**src/mdio_pkg.sv**
```systemverilog
package mdio_pkg;
  // ************************************************
  // Timing
  // ************************************************
  localparam int CLK_HZ          = 20_000_000;
  localparam int SPD_PULSE_US    = 200;
  localparam int SPD_PULSE_CYC   = SPD_PULSE_US * (CLK_HZ / 1_000_000);
  localparam int TICK_MS         = 100;
  localparam int TICK_CYC        = TICK_MS * (CLK_HZ / 1000);
  localparam int SEVERE_S        = 5;
  localparam int SEVERE_TICKS    = SEVERE_S * 1000 / TICK_MS;
  localparam int FILT_CYC        = 4;
  localparam int INIT_CYC        = 16;

  // ************************************************
  // Register map
  // ************************************************
  localparam logic [7:0] OFS_OUT_SEL  = 8'h00;
  localparam logic [7:0] OFS_IN_SEL   = 8'h04;
  localparam logic [7:0] OFS_OL_TIME  = 8'h08;
  localparam logic [7:0] OFS_OL_WARN  = 8'h0c;
  localparam logic [7:0] OFS_REACH_BAND = 8'h10;
  localparam logic [7:0] OFS_CTRL     = 8'h14;
  localparam logic [7:0] OFS_RATIO    = 8'h18;
  localparam logic [7:0] OFS_STATUS   = 8'h1c;

  localparam int CTRL_HOLD_EN = 0;
  localparam int CTRL_INIT    = 1;

  localparam logic [9:0]  OL_TIME_MIN  = 10'h001;
  localparam logic [9:0]  OL_TIME_MAX  = 10'h258;
  localparam logic [9:0]  OL_TIME_RST  = 10'h12c;
  localparam logic [6:0]  OL_WARN_MIN  = 7'h32;
  localparam logic [6:0]  OL_WARN_MAX  = 7'h78;
  localparam logic [6:0]  OL_WARN_RST  = 7'h78;
  localparam logic [8:0]  REACH_BAND_MAX = 9'h190;
  localparam logic [8:0]  REACH_BAND_RST = 9'h0c8;
  localparam logic [7:0]  RATIO_UNITY  = 8'h64;
  localparam logic [7:0]  RATIO_MAX    = 8'hc8;
  localparam logic [7:0]  RATIO_RST    = 8'h64;

  localparam logic [3:0]  ALM_NONE     = 4'h0;
  localparam logic [3:0]  ALM_OVERLOAD = 4'h1;
  localparam logic [3:0]  ALM_EXTERNAL = 4'h2;

  typedef enum logic [2:0] {
    OF_NONE          = 3'b000,
    OF_ALARM1        = 3'b001,
    OF_SPEED_PULSE   = 3'b010,
    OF_ALARM2        = 3'b011,
    OF_RUNNING       = 3'b100,
    OF_SPEED_REACHED = 3'b101,
    OF_CAUTION       = 3'b110
  } mdio_ofunc_t;

  typedef enum logic [2:0] {
    IF_NONE          = 3'b000,
    IF_RUN_FORWARD   = 3'b001,
    IF_RUN_REVERSE   = 3'b010,
    IF_DATA_SEL0     = 3'b011,
    IF_DATA_SEL1     = 3'b100,
    IF_ALARM_RESET   = 3'b101,
    IF_EXT_FAULT     = 3'b110,
    IF_HOLD_RELEASE  = 3'b111
  } mdio_ifunc_t;

  typedef enum logic {
    ST_IDLE = 1'b0,
    ST_INIT = 1'b1
  } mdio_state_t;

  localparam logic [5:0] OUT_SEL_RST = {OF_ALARM1, OF_SPEED_PULSE};
  localparam logic [8:0] IN_SEL_RST  = {IF_DATA_SEL0, IF_RUN_REVERSE, IF_RUN_FORWARD};
endpackage

```
**src/mdio_core.sv**
```systemverilog
// Implementation choices: the register addresses and the APB register port.
`timescale 1ns/100ps
// Functional notes
// - Each output terminal carries one selected function
// - Each input terminal assignable to one function
// - Persistent overload raises alarm after set delay
// - Overload warning level 50 to 120 percent
// - Speed attainment band 0 to 400 rpm
// - Initialise restores factory settings, display blinks
// - Increase ratio used only when not 1.00
// - Severe overload or lock alarms within 5s
// - Run while exactly one direction input active
// - Both directions active stops motor instantly
// - Data select inputs pick data number
// - Alarm reset input clears latched alarm
// - External fault input inactive raises alarm, stops
// - Hold release cancels keeping when enabled
// - Primary fault output normally closed, opens on alarm
// - Thirty pulses per revolution, 0.2 ms wide
// - Overload fault output opens on warning/overload alarm
// - Running output active while motor operates
// - Speed reached output when inside band
// - Caution output follows warning, self clearing
// - Function duplicated on terminals acts on any
module mdio_core #(
  parameter int TICK_CYC = mdio_pkg::TICK_CYC
) (
  input  wire logic        sys_clk,           // 20 MHz clock
  input  wire logic        reset_n,           // Async reset
  input  wire logic        psel,              // APB select
  input  wire logic        penable,           // APB enable
  input  wire logic        pwrite,            // APB write
  input  wire logic [7:0]  paddr,             // APB byte address
  input  wire logic [31:0] pwdata,            // APB write data
  output      logic [31:0] prdata,            // APB read data
  output      logic        pready,            // APB ready
  output      logic        pslverr,           // APB error
  input  wire logic        input_terminal_0,  // Input terminal
  input  wire logic        input_terminal_1,  // Input terminal
  input  wire logic        input_terminal_2,  // Input terminal
  output      logic        output_terminal_0, // Output terminal
  output      logic        output_terminal_1, // Output terminal
  input  wire logic        motor_pos_tick,    // 1/30 shaft turn
  input  wire logic        load_over_cont,    // Beyond continuous region
  input  wire logic        load_over_limit,   // Beyond limited region
  input  wire logic        shaft_locked,      // Shaft locked
  input  wire logic [7:0]  load_factor_pct,   // Load factor
  input  wire logic [11:0] speed_meas_rpm,    // Measured speed
  input  wire logic [11:0] speed_set_rpm,     // Speed setpoint
  output      logic        motor_run_out,     // Drive motor
  output      logic        motor_backward_out, // Reverse direction
  output      logic        motor_stop_now,    // Instant stop
  output      logic [1:0]  data_no_out,       // Operation data number
  output      logic        hold_release_out,  // Cancel position keeping
  output      logic [3:0]  alarm_code_out,    // Alarm code to display
  output      logic        display_blink,     // Initialise in progress
  output      logic        ratio_use_increase // Increase ratio in force
);

  // ************************************************
  // Functions
  // ************************************************
  function automatic logic in_any(input logic [2:0] act, input logic [8:0] sel,
                                  input logic [2:0] code, input logic need_act);
    logic r;
    r = 1'b0;
    for (int i = 0; i < 3; i++) begin
      if (sel[i*3 +: 3] == code && (act[i] || !need_act)) begin
        r = 1'b1;
      end
    end
    return r;
  endfunction

  function automatic logic out_pick(input logic [2:0] sel, input logic [5:0] f);
    case (sel)
      mdio_pkg::OF_ALARM1:        out_pick = f[0];
      mdio_pkg::OF_SPEED_PULSE:   out_pick = f[1];
      mdio_pkg::OF_ALARM2:        out_pick = f[2];
      mdio_pkg::OF_RUNNING:       out_pick = f[3];
      mdio_pkg::OF_SPEED_REACHED: out_pick = f[4];
      mdio_pkg::OF_CAUTION:       out_pick = f[5];
      default:                    out_pick = 1'b0;
    endcase
  endfunction

  // ************************************************
  // Input conditioning
  // ************************************************
  logic [2:0] sync1_r;
  logic [2:0] sync2_r;
  logic [2:0] act_r;
  logic [1:0] filt_cnt_r [3];

  always_ff @(posedge sys_clk or negedge reset_n) begin
    if (!reset_n) begin
      sync1_r <= 3'h0;
      sync2_r <= 3'h0;
    end else begin
      sync1_r <= {input_terminal_2, input_terminal_1, input_terminal_0};
      sync2_r <= sync1_r;
    end
  end

  // A level must hold FILT_CYC cycles before it is believed
  always_ff @(posedge sys_clk or negedge reset_n) begin
    if (!reset_n) begin
      act_r <= 3'h0;
      for (int i = 0; i < 3; i++) begin
        filt_cnt_r[i] <= 2'h0;
      end
    end else begin
      for (int i = 0; i < 3; i++) begin
        if (sync2_r[i] == act_r[i]) begin
          filt_cnt_r[i] <= 2'h0;
        end else if (filt_cnt_r[i] == 2'(mdio_pkg::FILT_CYC - 1)) begin
          act_r[i]      <= sync2_r[i];
          filt_cnt_r[i] <= 2'h0;
        end else begin
          filt_cnt_r[i] <= filt_cnt_r[i] + 2'h1;
        end
      end
    end
  end

  // ************************************************
  // Configuration registers
  // ************************************************
  logic [5:0]  out_sel_r;
  logic [8:0]  in_sel_r;
  logic [9:0]  ol_time_r;
  logic [6:0]  ol_warn_r;
  logic [8:0]  reach_band_r;
  logic        hold_en_r;
  logic [7:0]  ratio_r;
  mdio_pkg::mdio_state_t state_r;
  logic [3:0]  init_cnt_r;
  logic        wr_en;
  logic        init_done;

  assign wr_en     = psel && penable && pwrite;
  assign init_done = (state_r == mdio_pkg::ST_INIT) && (init_cnt_r == 4'(mdio_pkg::INIT_CYC - 1));

  always_ff @(posedge sys_clk or negedge reset_n) begin
    if (!reset_n) begin
      state_r    <= mdio_pkg::ST_IDLE;
      init_cnt_r <= 4'h0;
    end else begin
      case (state_r)
        mdio_pkg::ST_IDLE: begin
          if (wr_en && paddr == mdio_pkg::OFS_CTRL && pwdata[mdio_pkg::CTRL_INIT]) begin
            state_r    <= mdio_pkg::ST_INIT;
            init_cnt_r <= 4'h0;
          end
        end
        mdio_pkg::ST_INIT: begin
          init_cnt_r <= init_cnt_r + 4'h1;
          if (init_done) begin
            state_r <= mdio_pkg::ST_IDLE;
          end
        end
        default: state_r <= mdio_pkg::ST_IDLE;
      endcase
    end
  end

  // Writes during initialisation are dropped so the restore is clean
  always_ff @(posedge sys_clk or negedge reset_n) begin
    if (!reset_n) begin
      out_sel_r <= mdio_pkg::OUT_SEL_RST;
      in_sel_r  <= mdio_pkg::IN_SEL_RST;
      ol_time_r <= mdio_pkg::OL_TIME_RST;
      ol_warn_r <= mdio_pkg::OL_WARN_RST;
      reach_band_r <= mdio_pkg::REACH_BAND_RST;
      hold_en_r <= 1'b0;
      ratio_r   <= mdio_pkg::RATIO_RST;
    end else if (init_done) begin
      out_sel_r <= mdio_pkg::OUT_SEL_RST;
      in_sel_r  <= mdio_pkg::IN_SEL_RST;
      ol_time_r <= mdio_pkg::OL_TIME_RST;
      ol_warn_r <= mdio_pkg::OL_WARN_RST;
      reach_band_r <= mdio_pkg::REACH_BAND_RST;
      hold_en_r <= 1'b0;
      ratio_r   <= mdio_pkg::RATIO_RST;
    end else if (wr_en && state_r == mdio_pkg::ST_IDLE) begin
      case (paddr)
        mdio_pkg::OFS_OUT_SEL: out_sel_r <= {pwdata[6:4], pwdata[2:0]};
        mdio_pkg::OFS_IN_SEL:  in_sel_r  <= {pwdata[10:8], pwdata[6:4], pwdata[2:0]};
        mdio_pkg::OFS_OL_TIME: begin
          if (pwdata[9:0] < mdio_pkg::OL_TIME_MIN || pwdata[31:10] != 22'h0) begin
            ol_time_r <= (pwdata[31:10] != 22'h0) ? mdio_pkg::OL_TIME_MAX : mdio_pkg::OL_TIME_MIN;
          end else if (pwdata[9:0] > mdio_pkg::OL_TIME_MAX) begin
            ol_time_r <= mdio_pkg::OL_TIME_MAX;
          end else begin
            ol_time_r <= pwdata[9:0];
          end
        end
        mdio_pkg::OFS_OL_WARN: begin
          if (pwdata[31:7] != 25'h0 || pwdata[6:0] > mdio_pkg::OL_WARN_MAX) begin
            ol_warn_r <= mdio_pkg::OL_WARN_MAX;
          end else if (pwdata[6:0] < mdio_pkg::OL_WARN_MIN) begin
            ol_warn_r <= mdio_pkg::OL_WARN_MIN;
          end else begin
            ol_warn_r <= pwdata[6:0];
          end
        end
        mdio_pkg::OFS_REACH_BAND: begin
          if (pwdata[31:9] != 23'h0 || pwdata[8:0] > mdio_pkg::REACH_BAND_MAX) begin
            reach_band_r <= mdio_pkg::REACH_BAND_MAX;
          end else begin
            reach_band_r <= pwdata[8:0];
          end
        end
        mdio_pkg::OFS_CTRL: hold_en_r <= pwdata[mdio_pkg::CTRL_HOLD_EN];
        mdio_pkg::OFS_RATIO: begin
          if (pwdata[31:8] != 24'h0 || pwdata[7:0] > mdio_pkg::RATIO_MAX) begin
            ratio_r <= mdio_pkg::RATIO_MAX;
          end else if (pwdata[7:0] < mdio_pkg::RATIO_UNITY) begin
            ratio_r <= mdio_pkg::RATIO_UNITY;
          end else begin
            ratio_r <= pwdata[7:0];
          end
        end
        default: ;
      endcase
    end
  end

  // ************************************************
  // Input functions
  // ************************************************
  logic run_forward_in;
  logic run_reverse_in;
  logic data_select_bit0;
  logic data_select_bit1;
  logic alarm_reset_in;
  logic external_fault_in;
  logic ext_assigned;
  logic hold_release_in;
  logic ext_fault;

  always_comb begin
    run_forward_in    = in_any(act_r, in_sel_r, mdio_pkg::IF_RUN_FORWARD, 1'b1);
    run_reverse_in    = in_any(act_r, in_sel_r, mdio_pkg::IF_RUN_REVERSE, 1'b1);
    data_select_bit0  = in_any(act_r, in_sel_r, mdio_pkg::IF_DATA_SEL0, 1'b1);
    data_select_bit1  = in_any(act_r, in_sel_r, mdio_pkg::IF_DATA_SEL1, 1'b1);
    alarm_reset_in    = in_any(act_r, in_sel_r, mdio_pkg::IF_ALARM_RESET, 1'b1);
    external_fault_in = in_any(act_r, in_sel_r, mdio_pkg::IF_EXT_FAULT, 1'b1);
    ext_assigned      = in_any(act_r, in_sel_r, mdio_pkg::IF_EXT_FAULT, 1'b0);
    hold_release_in   = in_any(act_r, in_sel_r, mdio_pkg::IF_HOLD_RELEASE, 1'b1);
  end

  // Normally closed: an open terminal is the fault
  assign ext_fault = ext_assigned && !external_fault_in;

  // ************************************************
  // Overload timing
  // ************************************************
  logic [20:0] tick_cnt_r;
  logic        tick;
  logic [9:0]  ol_cnt_r;
  logic [9:0]  ol_lim;
  logic        ol_cond;
  logic        ol_severe;
  logic        ol_trip;
  logic        alarm_r;
  logic [3:0]  alarm_code_r;

  assign tick      = (tick_cnt_r == 21'(TICK_CYC - 1));
  assign ol_severe = load_over_limit || shaft_locked;
  assign ol_cond   = load_over_cont || ol_severe;
  assign ol_lim    = (ol_severe && ol_time_r > 10'(mdio_pkg::SEVERE_TICKS)) ?
                     10'(mdio_pkg::SEVERE_TICKS) : ol_time_r;
  assign ol_trip   = ol_cond && (ol_cnt_r >= ol_lim);

  always_ff @(posedge sys_clk or negedge reset_n) begin
    if (!reset_n) begin
      tick_cnt_r <= 21'h0;
    end else if (tick) begin
      tick_cnt_r <= 21'h0;
    end else begin
      tick_cnt_r <= tick_cnt_r + 21'h1;
    end
  end

  always_ff @(posedge sys_clk or negedge reset_n) begin
    if (!reset_n) begin
      ol_cnt_r <= 10'h0;
    end else if (!ol_cond || alarm_r) begin
      ol_cnt_r <= 10'h0;
    end else if (tick && ol_cnt_r < ol_lim) begin
      ol_cnt_r <= ol_cnt_r + 10'h1;
    end
  end

  // An external fault still present wins over a reset arriving in the same cycle
  always_ff @(posedge sys_clk or negedge reset_n) begin
    if (!reset_n) begin
      alarm_r      <= 1'b0;
      alarm_code_r <= mdio_pkg::ALM_NONE;
    end else if (ext_fault && !alarm_r) begin
      alarm_r      <= 1'b1;
      alarm_code_r <= mdio_pkg::ALM_EXTERNAL;
    end else if (ol_trip && !alarm_r) begin
      alarm_r      <= 1'b1;
      alarm_code_r <= mdio_pkg::ALM_OVERLOAD;
    end else if (alarm_r && alarm_reset_in && !ext_fault) begin
      alarm_r      <= 1'b0;
      alarm_code_r <= mdio_pkg::ALM_NONE;
    end
  end

  // ************************************************
  // Motor control and status
  // ************************************************
  logic warn_r;
  logic reached_r;
  logic [11:0] spd_diff;
  logic [11:0] pw_cnt_r;
  logic spd_pulse_r;

  assign spd_diff = (speed_meas_rpm > speed_set_rpm) ? speed_meas_rpm - speed_set_rpm
                                                     : speed_set_rpm - speed_meas_rpm;

  always_ff @(posedge sys_clk or negedge reset_n) begin
    if (!reset_n) begin
      motor_run_out    <= 1'b0;
      motor_backward_out <= 1'b0;
      motor_stop_now   <= 1'b0;
      data_no_out      <= 2'h0;
      hold_release_out <= 1'b0;
      ratio_use_increase <= 1'b0;
    end else begin
      motor_run_out    <= (run_forward_in ^ run_reverse_in) && !alarm_r && !ext_fault;
      motor_backward_out <= run_reverse_in && !run_forward_in;
      motor_stop_now   <= (run_forward_in && run_reverse_in) || ext_fault || alarm_r;
      data_no_out      <= {data_select_bit1, data_select_bit0};
      hold_release_out <= hold_en_r && hold_release_in;
      ratio_use_increase <= (ratio_r != mdio_pkg::RATIO_UNITY);
    end
  end

  always_ff @(posedge sys_clk or negedge reset_n) begin
    if (!reset_n) begin
      warn_r    <= 1'b0;
      reached_r <= 1'b0;
    end else begin
      warn_r    <= (load_factor_pct >= {1'b0, ol_warn_r});
      reached_r <= motor_run_out && (spd_diff <= {3'h0, reach_band_r});
    end
  end

  // A tick inside a running pulse is absorbed; at the top speed the
  // tick spacing stays well above the pulse width
  always_ff @(posedge sys_clk or negedge reset_n) begin
    if (!reset_n) begin
      spd_pulse_r <= 1'b0;
      pw_cnt_r    <= 12'h0;
    end else if (spd_pulse_r) begin
      if (pw_cnt_r == 12'(mdio_pkg::SPD_PULSE_CYC - 1)) begin
        spd_pulse_r <= 1'b0;
        pw_cnt_r    <= 12'h0;
      end else begin
        pw_cnt_r <= pw_cnt_r + 12'h1;
      end
    end else if (motor_pos_tick) begin
      spd_pulse_r <= 1'b1;
    end
  end

  // ************************************************
  // Output terminals
  // ************************************************
  logic fault_out_primary;
  logic overload_fault_out;
  logic speed_reached_out;
  logic caution_out;

  assign fault_out_primary  = !alarm_r;
  assign overload_fault_out = !(warn_r || (alarm_r && alarm_code_r == mdio_pkg::ALM_OVERLOAD));
  assign speed_reached_out  = reached_r;
  assign caution_out        = warn_r;

  always_ff @(posedge sys_clk or negedge reset_n) begin
    if (!reset_n) begin
      output_terminal_0 <= 1'b0;
      output_terminal_1 <= 1'b0;
    end else begin
      output_terminal_0 <= out_pick(out_sel_r[2:0], {caution_out, speed_reached_out, motor_run_out,
                                    overload_fault_out, spd_pulse_r, fault_out_primary});
      output_terminal_1 <= out_pick(out_sel_r[5:3], {caution_out, speed_reached_out, motor_run_out,
                                    overload_fault_out, spd_pulse_r, fault_out_primary});
    end
  end

  assign alarm_code_out = alarm_code_r;
  assign display_blink  = (state_r == mdio_pkg::ST_INIT);

  // ************************************************
  // APB slave
  // ************************************************
  assign pready  = 1'b1;
  assign pslverr = psel && penable && (paddr[1:0] != 2'h0 || paddr > mdio_pkg::OFS_STATUS);

  always_ff @(posedge sys_clk or negedge reset_n) begin
    if (!reset_n) begin
      prdata <= 32'h0;
    end else if (psel && !penable) begin
      case (paddr)
        mdio_pkg::OFS_OUT_SEL: prdata <= {25'h0, out_sel_r[5:3], 1'b0, out_sel_r[2:0]};
        mdio_pkg::OFS_IN_SEL:  prdata <= {21'h0, in_sel_r[8:6], 1'b0, in_sel_r[5:3], 1'b0, in_sel_r[2:0]};
        mdio_pkg::OFS_OL_TIME: prdata <= {22'h0, ol_time_r};
        mdio_pkg::OFS_OL_WARN: prdata <= {25'h0, ol_warn_r};
        mdio_pkg::OFS_REACH_BAND: prdata <= {23'h0, reach_band_r};
        mdio_pkg::OFS_CTRL:    prdata <= {31'h0, hold_en_r};
        mdio_pkg::OFS_RATIO:   prdata <= {24'h0, ratio_r};
        mdio_pkg::OFS_STATUS:  prdata <= {13'h0, act_r, display_blink, hold_release_out, reached_r, warn_r,
                                          data_no_out, motor_backward_out, motor_run_out, alarm_code_r, 3'h0, alarm_r};
        default:               prdata <= 32'h0;
      endcase
    end
  end
endmodule

```
**config.mk**
```make
export PLATFORM = sky130hd
export DESIGN_NAME = mdio_core
export DESIGN_NICKNAME = d
export VERILOG_FILES = /design/src/mdio_pkg.sv /design/src/mdio_core.sv
export SDC_FILE = /design/constraint.sdc
export NUM_CORES = 1
export LEC_CHECK = 0
export BUFFER_PORTS_ARGS = -buffer_cell sky130_fd_sc_hd__buf_2
export CORE_MARGIN = 4
export CORE_UTILIZATION = 25
export DETAILED_ROUTE_END_ITERATION = 7
export GPL_TIMING_DRIVEN = 1
export SLEW_MARGIN = 30
export SYNTH_ARGS = -nofsm -noshare
export SYNTH_HDL_FRONTEND = slang
export SYNTH_SLANG_ARGS = --single-unit
```
**constraint.sdc**
```tcl
create_clock -name sys_clk -period 4.3 [get_ports sys_clk]
set_input_delay 0.86 -clock sys_clk [delete_from_list [all_inputs] [get_ports sys_clk]]
set_output_delay 0.86 -clock sys_clk [all_outputs]
set_load 0.01 [all_outputs]
```
==> flow_summary_export.csv <==
group,metric,value,unit
setup_path,worstSetupPathType,"primary input to flip-flop",
sta,final.setup.tns,0,ns
global_route,grt_pass1_vias,7732,
setup_path,r2r_end,"ol_cnt_r[3]",
place,io_buffer_count,115,
power_and_ir_drop,powerDensity,343,nW/um^2
place,dp_hpwl,19700,um
synthesis,synth_edf_count,0,
synthesis,syn-instance-count,998,
drt,dr.pass1.iters,5,
synthesis,yosysMostFrequentCell,"dfrtp_1",
floorplan,die_y,198,um
synthesis,ys_ff_latch,147,
sta,fin_crit_sh,96.5,%
power_and_ir_drop,switching_share,29.9,%
floorplan,die-area,39100,um^2
synthesis,yosys-top-cells-count,"dfrtp_1 (127), nand2_1 (106), nor2_1 (85)",
drt,drc,0,
power_and_ir_drop,pwr-share-seq,43.7,%
power_and_ir_drop,p_int,2.60,mW
setup_path,critPathMaxFanout,5,
hold_path,hold_path.class,"flip-flop to flip-flop",
global_route,grt_antenna_before_repair,1,
sta,hold_viol,0,
sta,slew_headroom,39.2,%
synthesis,ys_seq_area_share,41.2,%
floorplan,rows,69,
synthesis,yosysUniqueCellTypes,72,
clock_tree,path_clk_slew,0.06,ns
hold_path,hp-start,"sync1_r[1]",
drt,routed_wl,25900,um
drt,avgViaCountPerCell,4.90,
finish,finalNetCount,1266,
sta,fin_hold_ws,0.356,ns
sta,finClkSkew,0.00981,ns
clock_tree,cts_tree,"built",
power_and_ir_drop,p_total,3.70,mW
drt,vias,7831,
synthesis,synthTopCellsByArea,"dfrtp_1 (35%), ha_1 (8.1%), dfstp_2 (5.8%)",
drt,drtAntennaViolNets,0,
global_route,grt_use_total,13.2,%
power_and_ir_drop,pwr-share-comb,18.6,%
setup_path,rrSetupSlack,0.94,ns
sta,period_minus_slack,4.15,ns
setup_path,crit_path_end_kind,"flip-flop",
setup_path,critPathLaunchType,"primary input",
synthesis,ys.flop_type,"dfrtp_1",
drt,wl_per_cell,16.2,um
power_and_ir_drop,p_sw,1.11,mW
place,pre_cts_ws,-0.381,ns
clock_tree,numCtsBuffers,17,
sta,worstMarginPinSlew,0.910,ns
synthesis,ys_warn_count,0,
place,globalplace.congestion,0.902,
clock_tree,cts_root_buf,"clkbuf_16",
setup_path,slowest_delay,0.40,ns
floorplan,die_w,198,um
finish,fin_util,30.4,%
global_route,grt_pass1_wl,41500,um
floorplan,start_util,25.3,%
global_route,grt_overflow,0,
setup_path,critical_path.slowest_cell,"fa_1",
synthesis,synth_area_per_cell,9.01,um^2
clock_tree,clockBufferDepth,2,
finish,fin_cells,1597,
floorplan,ios,132,
setup_path,rr_worst_depth,12,
finish,final.fill_count,3748,
sta,setup_ws,0.149,ns
place,placedCellCount,1562,
drt,first_iter_violations,505,
synthesis,yosysTopAreaCellShare,35.4,%
synthesis,yosys.area.top_type,"dfrtp_1",
setup_path,r2r_start,"ol_time_r[5]",
sta,setup_viol,0,
setup_path,startpoint,"speed_meas_rpm[0]",
clock_tree,htree_levels,4,
power_and_ir_drop,power.share.clock,37.7,%
clock_tree,cts_sinks,147,
place,dpl_cell_area,10200,um^2
hold_path,hold_depth,0,
clock_tree,clk_latency,0.43,ns
status,status,"finished clean",
sta,finalMaxSlewViolations,0,
sta,max_freq,241,MHz
clock_tree,cts_hold_buf,0,
finish,layout-drive-gt1-share,20.7,%
setup_path,cp_cell_sequence,"buf_2 -> inv_1 -> ha_1 -> inv_1 -> fa_1 -> a211oi_2 -> o21ai_1 -> a31oi_1 -> a21oi_2 -> buf_4 -> mux2_2 -> xor2_1 -> ha_1 -> nand4_1 -> o32ai_2 -> a21oi_2 -> a2111o_1 -> nor3b_2 -> or3_1",
power_and_ir_drop,p_leak,4.94,nW
finish,area_growth,20.0,%
finish,design_area,10800,um^2
synthesis,syn_area,8990,um^2
hold_path,hold_end,"sync2_r[1]",
setup_path,required,4.66,ns
power_and_ir_drop,ir_drop,315,uV
job,drv_cap,0,
sta,rsz0062_at_grt,"false",
global_route,grt_max_degree,80,
floorplan,core,35500,um^2
synthesis,synthArstFlopShare,100,%
setup_path,arrival,4.51,ns
logic make-up after synthesis:
group	after synthesis	synth area share, %
adders and majority gates	60	8.52
muxes	22	2.57
buffers and inverters	123	5.86
AOI/OAI and AO/OA	235	17.4
xor gates and xnor gates	41	3.99
DFF	147	41.2
other	2	0.0835
and+or+nand+nor	368	20.4
power by group through the flow:
stage                     logic (mW)  clock network (mW)  registers (mW)
after floorplan                0.455                   0            1.60
after global placement         0.660                   0            1.64
after detailed placement       0.679                   0            1.64
after CTS                      0.686                1.43            1.62
after global routing           0.782                1.49            1.64
final                          0.690                1.40            1.62
sequential cells by signal (all words and copies together) (netlist names), 2 cells and up:
register	count
filt_cnt_r	6
act_r	3
alarm_code_out	2
data_no_out	2
prdata	19
ol_warn_r	7
in_sel_r	9
sync2_r	3
init_cnt_r	4
reach_band_r	9
out_sel_r	6
tick_cnt_r	21
ol_cnt_r	10
pw_cnt_r	12
ol_time_r	10
ratio_r	8
sync1_r	3
worst max-delay path by stage:
stage / depth (start not counted) / slack (ns) / to
6_report: 19 / 0.15 / reached_r
2_1_floorplan: 20 / 0.02 / reached_r
3_3_place_gp: 20 / -0.22 / reached_r
5_1_grt: 20 / 0.004 / reached_r
4_1_cts: 20 / 0.04 / reached_r
3_5_place_dp: 20 / -0.38 / reached_r
cell type report:
cell class / instances / area, um^2 / share of cell area (%)
clock inverter: 13 / 113 / 1.04
antenna: 1 / 2.50 / 0.0232
timing repair buffer: 151 / 865 / 8.01
multi-input combinational: 742 / 4860 / 45.0
inverter: 63 / 236 / 2.19
sequential: 147 / 3700 / 34.3
tap: 461 / 577 / 5.35
clock buffer: 19 / 433 / 4.01
critical path, delay by kind of cell:
kind	cells	cell delay, ns
muxes	1	0.27
and+or+nand+nor	3	0.45
xor gates and xnor gates	1	0.14
adders and majority gates	3	0.89
buffers and inverters	4	0.36
AOI/OAI and AO/OA	7	1.52
cell usage in the layout (no fill, tap or decap), drive strengths merged, types with 4 or more instances in the layout:
| master | synthesis | final |
|---|---|---|
| buf | 16 | 151 |
| nand3 | 32 | 32 |
| nor4 | 12 | 12 |
| a22o | 10 | 10 |
| mux2i | 13 | 13 |
| nand4 | 20 | 20 |
| o31ai | 7 | 7 |
| clkinv | 0 | 8 |
| o21a | 4 | 4 |
| a22oi | 14 | 14 |
| or3 | 17 | 17 |
| a21o | 17 | 17 |
| nor3b | 5 | 5 |
| nand2 | 106 | 106 |
| nor2b | 14 | 14 |
| inv | 63 | 64 |
| mux2 | 9 | 9 |
| nor2 | 85 | 85 |
| or4 | 7 | 7 |
| o21ai | 54 | 54 |
| a31oi | 9 | 9 |
| a221o | 5 | 5 |
| a21oi | 61 | 61 |
| a32o | 4 | 4 |
| clkbuf | 43 | 19 |
| and3 | 9 | 9 |
| ha | 58 | 58 |
| nand2b | 9 | 9 |
| nor3 | 28 | 28 |
| a211oi | 5 | 5 |
| xor2 | 20 | 20 |
| conb | 2 | 16 |
| dfstp | 20 | 20 |
| or2 | 5 | 5 |
| a2bb2oi | 4 | 4 |
| o211ai | 4 | 4 |
| xnor2 | 21 | 21 |
| a221oi | 9 | 9 |
| nand3b | 5 | 5 |
| dfrtp | 127 | 127 |
what timing repair did:
item / 4_1_cts / 5_1_grt
endpoints found under the hold margin: 0 / 0
setup buffers: 0 / 2
resized for setup: 0 / 8
endpoints found under the setup margin: 0 / 1
layer usage:
metal	track usage [%]	vias up	part of all wire (%)	routed length, um
met2	19.9	233	45	11700
li1	-	3789	-	-
met1	18.5	3776	46	12000
met4	4.23	0	2.1	549
met3	3.39	33	6.7	1740
met5	0	-	0	0
Note: power is estimated with default switching activity, not from simulation.
